**src/verilog/cns_defs.vh**
```
// Offsets, field positions, reset values and timing counts of the tuning status bank
`ifndef CNS_DEFS_VH
`define CNS_DEFS_VH

`define CNS_ADDR_W 5
`define CNS_DATA_W 24

`define CNS_OFS_TUNING_STROBE 5'h04
`define CNS_OFS_TUNING_STATUS 5'h08
`define CNS_OFS_TUNING_RAW_COUNT 5'h09
`define CNS_OFS_NV_SETTINGS_IMAGE 5'h0A
`define CNS_OFS_NV_PROGRAM_ENABLE 5'h0B
`define CNS_OFS_NV_BIT_INDEX 5'h0C
`define CNS_OFS_NV_PROGRAM_STROBE 5'h0D
`define CNS_OFS_SELFTEST_ENABLE 5'h0E
`define CNS_OFS_SELFTEST_RESULT 5'h0F
`define CNS_OFS_WINDOW_FIRST 5'h10
`define CNS_OFS_WINDOW_LAST 5'h1A

`define CNS_ST_CAL_BUSY 4
`define CNS_ST_NV_BUSY 5
`define CNS_IMG_FLAG 13
`define CNS_IMG_COARSE_MSB 14
`define CNS_IMG_W 16
`define CNS_SIG_BUSY 16
`define CNS_SIG_W 16

`define CNS_FINE_MAX 4'hB
`define CNS_FINE_RESET 4'h0
`define CNS_SIG_RESET 16'h0000
`define CNS_IMG_RESET 16'h0000
`define CNS_INDEX_RESET 4'h0
`define CNS_CRC_POLY 16'h1021
`define CNS_CRC_SEED 16'hFFFF

`define CNS_ADJ_STEP_PS 1024
`define CNS_ADJ_SHIFT 10
`define CNS_FINE_SHIFT 11
`define CNS_SUM_W 26

`define CNS_CLK_PERIOD_NS 10
`define CNS_NV_BURN_TIME_NS 100000
`define CNS_SELFTEST_LEN 256
`define CNS_TIMER_W 16

`endif

```
**src/verilog/cns_crc16.v**
```verilog
// Bit-serial CRC-16 signature register used by the tuning engine self test
`timescale 1ns/1ns
`include "cns_defs.vh"

module cns_crc16 (
    input wire clk_in,
    input wire srst_in,
    input wire clear_in,
    input wire shift_in,
    input wire data_in,
    output reg [15:0] crc_out
);

    localparam [15:0] POLY = `CNS_CRC_POLY;

    wire fb;
    wire [15:0] crc_nxt;

    assign fb = crc_out[15] ^ data_in;
    assign crc_nxt[0] = fb;

    genvar i;
    generate
        for (i = 1; i < 16; i = i + 1) begin : g_bit
            assign crc_nxt[i] = crc_out[i-1] ^ (POLY[i] & fb);
        end
    endgenerate

    always @(posedge clk_in) begin
        if (srst_in) begin
            crc_out <= `CNS_SIG_RESET;
        end else if (clear_in) begin
            crc_out <= `CNS_CRC_SEED;
        end else if (shift_in) begin
            crc_out <= crc_nxt;
        end
    end

endmodule

```
**src/verilog/cns_tuning_status_regs.v**
```verilog
// Tuning status, nonvolatile settings image and burn control, and self-test registers
`timescale 1ns/1ns
`include "cns_defs.vh"

module cns_tuning_status_regs #(
    parameter NV_BURN_CYCLES =
        (`CNS_NV_BURN_TIME_NS + `CNS_CLK_PERIOD_NS - 1) / `CNS_CLK_PERIOD_NS
) (
    input wire clk_in,
    input wire srst_in,
    input wire reg_wr_in,
    input wire reg_rd_in,
    input wire [4:0] reg_addr_in,
    input wire [23:0] reg_wdata_in,
    output reg [23:0] reg_rdata_out,
    output reg reg_rvalid_out,
    input wire [8:0] meas_adj_in,
    input wire [9:0] settings_in,
    input wire cal_done_in,
    input wire [23:0] cal_count_in,
    output reg cal_start_out,
    output wire selftest_mode_out,
    output reg nv_burn_pulse_out,
    output reg [3:0] nv_burn_addr_out,
    output wire nv_burn_in_progress_out,
    output reg [9:0] eff_settings_out,
    output reg [3:0] stored_fine_code_out,
    output reg ctrl_bit0_force_out
);

    // Counts are worked out as integers and cut to the timer width on purpose
    localparam integer BURN_LAST_INT = NV_BURN_CYCLES - 1;
    localparam integer SELFTEST_LAST_INT = `CNS_SELFTEST_LEN - 1;
    localparam [`CNS_TIMER_W-1:0] BURN_LAST = BURN_LAST_INT[`CNS_TIMER_W-1:0];
    localparam [`CNS_TIMER_W-1:0] SELFTEST_LAST = SELFTEST_LAST_INT[`CNS_TIMER_W-1:0];
    localparam [`CNS_TIMER_W-1:0] TIMER_ZERO = 16'h0000;

    localparam [1:0] ST_IDLE = 2'b00;
    localparam [1:0] ST_CAL = 2'b01;
    localparam [1:0] ST_SELFTEST = 2'b10;
    localparam [1:0] ST_BURN = 2'b11;

    reg [1:0] state_r;
    reg [1:0] state_nxt;
    reg [`CNS_TIMER_W-1:0] timer_r;
    reg [`CNS_TIMER_W-1:0] timer_nxt;
    reg [3:0] fine_code_r;
    reg [23:0] raw_count_r;
    reg [`CNS_IMG_W-1:0] nv_image_r;
    reg nv_burn_enable_r;
    reg [3:0] nv_bit_index_r;
    reg selftest_mode_enable_r;
    reg selftest_running_r;
    reg [15:0] selftest_signature_r;

    wire wr_cal_strobe;
    wire wr_burn_strobe;
    wire crc_clear;
    wire crc_shift;
    wire crc_data;
    wire [15:0] crc_value;
    wire programmed_flag;
    wire seq_idle;
    wire start_cal;
    wire start_selftest;
    wire start_burn;
    wire cal_busy;
    wire burn_busy;
    wire [23:0] status_word;
    wire [23:0] image_word;
    wire [23:0] result_word;

    // Correction offset scaled to picoseconds and added to the raw count
    wire signed [`CNS_SUM_W-1:0] count_ext;
    wire signed [`CNS_SUM_W-1:0] adj_ps;
    wire signed [`CNS_SUM_W-1:0] adj_sum;
    wire [`CNS_SUM_W-1:0] sum_steps;
    reg [3:0] fine_decoded;

    assign wr_cal_strobe = reg_wr_in && (reg_addr_in == `CNS_OFS_TUNING_STROBE);
    assign wr_burn_strobe = reg_wr_in && (reg_addr_in == `CNS_OFS_NV_PROGRAM_STROBE);
    assign programmed_flag = nv_image_r[`CNS_IMG_FLAG];

    // Starts are decoded once and taken only while the sequencer is idle
    assign seq_idle = (state_r == ST_IDLE);
    assign start_cal = seq_idle && (state_nxt == ST_CAL);
    assign start_selftest = seq_idle && (state_nxt == ST_SELFTEST);
    assign start_burn = seq_idle && (state_nxt == ST_BURN);
    assign cal_busy = (state_r == ST_CAL);
    assign burn_busy = (state_r == ST_BURN);

    assign count_ext = {2'b00, cal_count_in};
    assign adj_ps = {{(`CNS_SUM_W - 9 - `CNS_ADJ_SHIFT){meas_adj_in[8]}}, meas_adj_in,
                     {`CNS_ADJ_SHIFT{1'b0}}};
    assign adj_sum = count_ext + adj_ps;
    assign sum_steps = $unsigned(adj_sum) >> `CNS_FINE_SHIFT;

    // Negative sums clamp to the lowest code, large ones to the highest
    always @* begin
        if (adj_sum[`CNS_SUM_W-1]) begin
            fine_decoded = `CNS_FINE_RESET;
        end else if (sum_steps > {{(`CNS_SUM_W - 4){1'b0}}, `CNS_FINE_MAX}) begin
            fine_decoded = `CNS_FINE_MAX;
        end else begin
            fine_decoded = sum_steps[3:0];
        end
    end

    // Sequencer shared by calibration, self test and bit burning
    always @* begin
        state_nxt = state_r;
        timer_nxt = timer_r;
        case (state_r)
            ST_IDLE: begin
                if (wr_cal_strobe && selftest_mode_enable_r) begin
                    state_nxt = ST_SELFTEST;
                    timer_nxt = SELFTEST_LAST;
                end else if (wr_cal_strobe) begin
                    state_nxt = ST_CAL;
                end else if (wr_burn_strobe && nv_burn_enable_r) begin
                    state_nxt = ST_BURN;
                    timer_nxt = BURN_LAST;
                end
            end
            ST_CAL: begin
                if (cal_done_in) begin
                    state_nxt = ST_IDLE;
                end
            end
            ST_SELFTEST, ST_BURN: begin
                if (timer_r == TIMER_ZERO) begin
                    state_nxt = ST_IDLE;
                end else begin
                    timer_nxt = timer_r - 16'h0001;
                end
            end
            default: begin
                state_nxt = ST_IDLE;
                timer_nxt = TIMER_ZERO;
            end
        endcase
    end

    always @(posedge clk_in) begin
        if (srst_in) begin
            state_r <= ST_IDLE;
            timer_r <= TIMER_ZERO;
        end else begin
            state_r <= state_nxt;
            timer_r <= timer_nxt;
        end
    end

    // Self-test feeds counter bits mixed with the run timer into the signature
    assign crc_clear = start_selftest;
    assign crc_shift = (state_r == ST_SELFTEST);
    assign crc_data = ^cal_count_in ^ timer_r[0];

    cns_crc16 u_crc (
        .clk_in(clk_in),
        .srst_in(srst_in),
        .clear_in(crc_clear),
        .shift_in(crc_shift),
        .data_in(crc_data),
        .crc_out(crc_value)
    );

    always @(posedge clk_in) begin
        if (srst_in) begin
            selftest_running_r <= 1'b0;
            selftest_signature_r <= `CNS_SIG_RESET;
        end else if (crc_clear) begin
            selftest_running_r <= 1'b1;
        end else if (crc_shift && (timer_r == TIMER_ZERO)) begin
            selftest_running_r <= 1'b0;
            selftest_signature_r <= crc_nxt_final(crc_value, crc_data);
        end
    end

    // Last shift folded in so the stored signature covers every bit of the run
    function [15:0] crc_nxt_final;
        input [15:0] crc;
        input din;
        reg fb;
        begin
            fb = crc[15] ^ din;
            crc_nxt_final = {crc[14:0], 1'b0} ^ ({16{fb}} & `CNS_CRC_POLY);
        end
    endfunction

    // Calibration result capture
    always @(posedge clk_in) begin
        if (srst_in) begin
            fine_code_r <= `CNS_FINE_RESET;
            raw_count_r <= 24'h000000;
        end else if ((state_r == ST_CAL) && cal_done_in) begin
            fine_code_r <= fine_decoded;
            raw_count_r <= cal_count_in;
        end
    end

    // Host-writable control registers
    always @(posedge clk_in) begin
        if (srst_in) begin
            nv_burn_enable_r <= 1'b0;
            nv_bit_index_r <= `CNS_INDEX_RESET;
            selftest_mode_enable_r <= 1'b0;
        end else if (reg_wr_in) begin
            case (reg_addr_in)
                `CNS_OFS_NV_PROGRAM_ENABLE: nv_burn_enable_r <= reg_wdata_in[0];
                `CNS_OFS_NV_BIT_INDEX: nv_bit_index_r <= reg_wdata_in[3:0];
                `CNS_OFS_SELFTEST_ENABLE: selftest_mode_enable_r <= reg_wdata_in[0];
                default: begin
                end
            endcase
        end
    end

    // Burned bits go from 0 to 1 on a burn and back to 0 only on reset; the store reads all zero when blank
    always @(posedge clk_in) begin
        if (srst_in) begin
            nv_image_r <= `CNS_IMG_RESET;
            nv_burn_pulse_out <= 1'b0;
            nv_burn_addr_out <= `CNS_INDEX_RESET;
        end else begin
            nv_burn_pulse_out <= start_burn;
            if (start_burn) begin
                nv_burn_addr_out <= nv_bit_index_r;
                nv_image_r[nv_bit_index_r] <= 1'b1;
            end
        end
    end

    assign nv_burn_in_progress_out = burn_busy;
    assign selftest_mode_out = selftest_mode_enable_r;

    // Effective settings: stored values win only once the programmed flag is burned
    always @(posedge clk_in) begin
        if (srst_in) begin
            eff_settings_out <= 10'h000;
            stored_fine_code_out <= `CNS_FINE_RESET;
            ctrl_bit0_force_out <= 1'b1;
            cal_start_out <= 1'b0;
        end else begin
            cal_start_out <= start_cal;
            ctrl_bit0_force_out <= ~programmed_flag;
            stored_fine_code_out <= nv_image_r[3:0];
            if (programmed_flag) begin
                eff_settings_out <= {nv_image_r[`CNS_IMG_COARSE_MSB], nv_image_r[6:4],
                                     nv_image_r[8], nv_image_r[7],
                                     nv_image_r[12:11], nv_image_r[10:9]};
            end else begin
                eff_settings_out <= settings_in;
            end
        end
    end

    // Read words assembled field by field; unused high bits read zero
    assign status_word = {18'h00000, burn_busy, cal_busy, fine_code_r};
    assign image_word = {8'h00, 1'b0, nv_image_r[14:0]};
    assign result_word = {7'h00, selftest_running_r, selftest_signature_r};

    // Read port: data one cycle after the request, unmapped and reserved words read zero
    always @(posedge clk_in) begin
        if (srst_in) begin
            reg_rdata_out <= 24'h000000;
            reg_rvalid_out <= 1'b0;
        end else begin
            reg_rvalid_out <= reg_rd_in;
            if (reg_rd_in) begin
                case (reg_addr_in)
                    `CNS_OFS_TUNING_STATUS: reg_rdata_out <= status_word;
                    `CNS_OFS_TUNING_RAW_COUNT: reg_rdata_out <= raw_count_r;
                    `CNS_OFS_NV_SETTINGS_IMAGE: reg_rdata_out <= image_word;
                    `CNS_OFS_NV_PROGRAM_ENABLE: reg_rdata_out <= {23'h000000, nv_burn_enable_r};
                    `CNS_OFS_NV_BIT_INDEX: reg_rdata_out <= {20'h00000, nv_bit_index_r};
                    `CNS_OFS_SELFTEST_ENABLE: reg_rdata_out <= {23'h000000,
                        selftest_mode_enable_r};
                    `CNS_OFS_SELFTEST_RESULT: reg_rdata_out <= result_word;
                    default: reg_rdata_out <= 24'h000000;
                endcase
            end
        end
    end

endmodule

```
**config.mk**
```make
export PLATFORM = sky130hd
export DESIGN_NAME = cns_tuning_status_regs
export DESIGN_NICKNAME = d
export VERILOG_FILES = /design/src/verilog/cns_crc16.v /design/src/verilog/cns_tuning_status_regs.v
export VERILOG_INCLUDE_DIRS = /design/src /design/src/verilog
export SDC_FILE = /design/constraint.sdc
export NUM_CORES = 1
export LEC_CHECK = 0
export BUFFER_PORTS_ARGS = -buffer_cell sky130_fd_sc_hd__buf_4
export CORE_UTILIZATION = 60
export CTS_BUF_LIST = sky130_fd_sc_hd__clkbuf_8
export DETAILED_ROUTE_END_ITERATION = 12
export PLACE_DENSITY_LB_ADDON = 0.1
export SYNTH_ARGS = -nofsm -noshare
export SYNTH_HDL_FRONTEND = slang
export SYNTH_SLANG_ARGS = --single-unit
```
**constraint.sdc**
```tcl
create_clock -name clk_in -period 6.6 [get_ports clk_in]
set_clock_uncertainty 0.15 [all_clocks]
set_input_delay 0.66 -clock clk_in [delete_from_list [all_inputs] [get_ports clk_in]]
set_output_delay 0.66 -clock clk_in [all_outputs]
set_load 0.02 [all_outputs]
```
; Word-level counts from Yosys, hierarchy flattened
; Index checks and enable logic that the tools add are counted.
[word_totals]
in_bits = 77
elab_cells = 93
ff_bits = 147
output_inout_bits = 48
[op_classes]
order_cmp = 3
n_eq_ne = 18
mux = 21
n_reduce_logical = 22
add_sub_neg = 2
n_bitwise = 8
[op_table]
columns = cell, n
row1 = $pmux W24 S7, 1
row2 = $mux W16, 6
row3 = $eq A5 B4 Y1 const B, 8
row4 = $pmux W16 S2, 1
row5 = $add A25 B19 Y26, 1
row6 = $reduce_xor A24 Y1, 1
row7 = $logic_not A16 Y1, 1
row8 = $or A16 B16 Y16, 1
row9 = $sub A16 B1 Y16 const B, 1
row10 = $xor A16 B13 Y16, 1
row11 = $gt A15 B4 Y1 const B, 1
row12 = $logic_and A1 B1 Y1, 10
row13 = $mux W10, 1
row14 = $mux W2, 5
row15 = $eq A2 B2 Y1 const B, 4
row16 = $mux W4, 2
row17 = $reduce_and A2 Y1, 4
row18 = $pmux W2 S3, 1
row19 = $reduce_bool A2 Y1, 3
row20 = $eq A5 B3 Y1 const B, 1
row21 = $lt A4 B5 Y1 const B, 1
row22 = $demux W1 S4, 1
row23 = $eq A2 B1 Y1 const B, 2
row24 = $ge A4 B1 Y1 const B, 1
row25 = 9 further kinds, 15

; Longest topological paths before layout
[depth]
word_depth = 11
ltp_mapped = 10

; Cells and area by module
; Synthesis repeated with hierarchy kept, for this count alone.
[unflattened]
cells_unflattened = 856
area_unflattened_um2 = 7069.3
[by_module_without_submodules]
columns = mod, instances, area_per_inst_um2, cells_per_inst
row1 = cns_tuning_status_regs, 1, 6428.7, 792
row2 = cns_crc16, 1, 640.6, 64

; Worst setup path before layout
; Ideal clock, no wire load.
[synth_path]
path_kind = input to register
start = in meas_adj_in[1]
end = reg fine_code_r[0]
t_arrival_ps = 2707
path_stages = 9
setup_ps = 95
required_ps = 6355
slack_ps = 3647
path_buffers = 0
path_cell_list = inv_1 > fa_1 > nor2b_1 > o21ai_0 > a211o_1 > a2111oi_0 > a211oi_1 > and4_1 > a221oi_1
[synth_between]
elab_chain_cells = 4
[synth_lines]
columns = element, line
row1 = "start, declared", cns_tuning_status_regs.v:17  ; input wire [8:0] meas_adj_in,
row2 = $add A25 B19 Y26 (*), cns_tuning_status_regs.v:95  ; assign adj_sum = count_ext + adj_ps;
row3 = $gt A15 B4 Y1, cns_tuning_status_regs.v:102  ; end else if (sum_steps > {{(`CNS_SUM_W - 4){1'b0}}, `CNS_FINE_MAX}) begin
row4 = $mux W4, cns_tuning_status_regs.v:102
row5 = $mux W4 (*), cns_tuning_status_regs.v:100  ; if (adj_sum[`CNS_SUM_W-1]) begin
row6 = "end signal, assigned", cns_tuning_status_regs.v:194  ; fine_code_r <= `CNS_FINE_RESET;
row7 = "end signal, assigned", cns_tuning_status_regs.v:197  ; fine_code_r <= fine_decoded;
row8 = "end, declared", cns_tuning_status_regs.v:47  ; reg [3:0] fine_code_r;
; Mark *: on every way between the ends. The rest lies on a longest branch, timed or not.
; A chain may end at the register's enable or synchronous reset.

; Worst setup path in the final report
[layout_path]
start = in cal_count_in[15]
end = reg fine_code_r[2]
[layout_between]
elab_chain_cells = 4
[layout_lines]
columns = element, line
row1 = "start, declared", cns_tuning_status_regs.v:20  ; input wire [23:0] cal_count_in,
row2 = $add A25 B19 Y26 (*), cns_tuning_status_regs.v:95
row3 = $gt A15 B4 Y1, cns_tuning_status_regs.v:102
row4 = $mux W4, cns_tuning_status_regs.v:102
row5 = $mux W4 (*), cns_tuning_status_regs.v:100
; Marks and branches as above.

==> out/results.ini <==
[timing]
setup_tns_ns = 0
setup_viol = 0
tightestPinTransition_ns = 1.19
rsz0062_at_grt = false
fmaxAchievable_ghz = 0.319
finalHoldViolCount = 0
drv_slew = 0
period_minus_slack_ns = 3.14
post-route-period-util_pct = 47.5
slew_headroom_pct = 20.6

[routing]
routed_wl_um = 19100
antenna_left = 0
via_per_inst = 6.06
drt_first_pass_iters = 5
num_vias = 6641
drc_errors = 0
wire_per_inst_um = 17.4
drtIter0Drc = 639

[critical_path]
r2r_cells = 8
end_kind = register
cp-start-kind = input port
cp.arrival_ns = 3.33
cp_cell_sequence = buf_4 -> ha_1 -> and3_1 -> a21bo_2 -> a2111oi_1 -> o31ai_1 -> mux2i_1 -> nor4_1 -> a21bo_2
crit_type = in -> reg
crit_path_max_fanout = 10
required_ns = 6.80
cpMostUsedCell = a21bo_2
cp_slowest_stage_delay_ns = 0.60
critPathSlowestCell = a2111oi_1

[clock_network]
cts_num_sinks = 146
hold_buffers = 0
cts_resized = 0
clock_latency_ns = 0.45
cts_root_buffer = clkbuf_8
cts_setup_buffers = 0
cts_htree_levels = 4
cts_buffer_depth = 2
numCtsBuffers = 17
clk_pin_slew_ns = 0.08
cts_tree = done

[worst_hold_path]
hp-class = in -> reg
holdPathStages = 3

[yosys]
synth_flop_cell = dfxtp_1
syn_area_per_cell_um2 = 7.97
synth_top_area_cell = dfxtp_1
ys_warn_count = 0
synthCells = 868
synth_most_common_cell = dfxtp_1
syn_area_mm2 = 0.00692
synth_nets = 961
synth_edf_count = 0
ys_ff_latch = 146
ys_seq_area_share_pct = 42.2
synth_commonest_cells = 146 x dfxtp_1, 133 x nand2_1, 126 x a21oi_1, 117 x nor2_1, 41 x clkbuf_1
ys_types = 69
yosys-top-cells-area = dfxtp_1 42%, a21oi_1 9.1%, nand2_1 7.2%, nor2_1 6.3%, xnor2_1 3.0%
synth_top_area_share_pct = 42.2
ys_async_sr_fraction_pct = 0

[global_routing]
grt_pass1_vias = 6097
grt_max_degree = 82
overflow = 0
grt_util_all_layers_pct = 32.8
antenna_found_initial = 0
grt_pass1_wl_um = 30100

[placed_design]
gp_congestion = 0.900
portBuffers = 104
dpl.hpwl_um = 13700
place_area_mm2 = 0.00768

[layout]
nets = 1035
diodes = 0
final_area_mm2 = 0.00812
syn_to_final_growth_pct = 17.3
final_util_pct = 73.6
drive_gt1_share_pct = 15.9

[power_and_ir_drop]
ir_drop_mv = 0.217
totalPowerFinal_mw = 1.89
power_density_mw_per_mm2 = 233
power_leakage_nw = 3.10

[floorplanning]
fp.dieH_um = 109
io_pins = 125
coreArea_mm2 = 0.0110
die-width_um = 109
initial_core_util_pct = 62.7
fp.dieArea_mm2 = 0.0120
std_cell_rows = 38

[job]
cap_violations = 0

[status]
status = finished, final reports clean

[final cells by class]
cell class	count	area, µm²
repair buffers	107	803
fillers	809	2920
multi-input cells	652	3710
well taps	140	175
clock inverters	13	173
inverters	18	67.6
flip-flops and latches	146	2920
clock buffers	19	262
[placed cells by master, fill, tap and decap left out, drive strengths merged, types with 4 or more instances in the layout]
master    instances
dfxtp           146
nand2           133
a21oi           127
nor2            118
buf             107
nor3             30
xnor2            24
nand3            23
inv              21
a22oi            20
o21ai            20
clkbuf           19
mux2i            16
ha               15
nor2b            11
and3              9
a211oi            9
a311oi            7
a31oi             5
nand2b            5
or3               5
nor4              4
a221oi            4
clkinvlp          4
or2               4
a2111oi           4
[state kept, by name (all words and copies together) (netlist names), 2 cells and up]
name and count:
raw_count_r 24, reg_rdata_out 24, selftest_signature_r 16, timer_r 16
u_crc.crc_out 16, nv_image_r 15, eff_settings_out 10, fine_code_r 4
nv_bit_index_r 4, nv_burn_addr_out 4, stored_fine_code_out 4, state_r 2
[critical path: cells and delay by family]
kind	cells	cell delay (ns)
buffers and inverters	1	0.13
muxes	1	0.34
AOI/OAI and AO/OA	4	1.33
and+or+nand+nor	2	0.38
adders and majority gates	1	0.48
[cells by family after synthesis]
group / share of synthesized area, %
buf+inv: 4.12
compound gates: 20.4
fa+ha+maj: 3.00
flops: 42.2
simple gates: 23.7
mux: 2.64
xor+xnor: 3.94
[layer usage]
layer / GRT usage (%) / vias up / part of all wire, %
li1: - / 3198 / -
met1: 43.4 / 3088 / 43
met2: 53.4 / 318 / 47
met3: 5.69 / 37 / 7.4
met4: 13.0 / 0 / 2.6
met5: 0 / - / 0
[through the flow]
step	hold slack (ns)	instances	worst slack [ns]
2_1_floorplan	0.257	868	3.65
4_1_cts	0.289	1095	3.49
3_5_place_dp	0.294	1063	3.05
6_report	0.292	1095	3.46
5_1_grt	0.286	1095	3.30
3_3_place_gp	0.289	1063	2.90
[power breakdown]
part           switching, mW  internal, mW  total [mW]
clock                  0.356         0.399       0.756
sequential           0.00230         0.885       0.887
combinational          0.145         0.106       0.251
total                  0.503          1.39        1.89
[worst paths after layout]
path | startpoint | end | slack, ns
max | cal_count_in[15] | fine_code_r[2]$_SDFFE_PP0P_ | 3.46
min reg2reg | reg_rdata_out[20]$_SDFFE_PP0P_ | reg_rdata_out[20]$_SDFFE_PP0P_ | 0.30
max reg2reg | timer_r[0]$_SDFFE_PP0P_ | timer_r[13]$_SDFFE_PP0P_ | 3.51
min | settings_in[0] | eff_settings_out[0]$_SDFF_PP0_ | 0.29
Note: power is estimated with default switching activity, not from simulation.
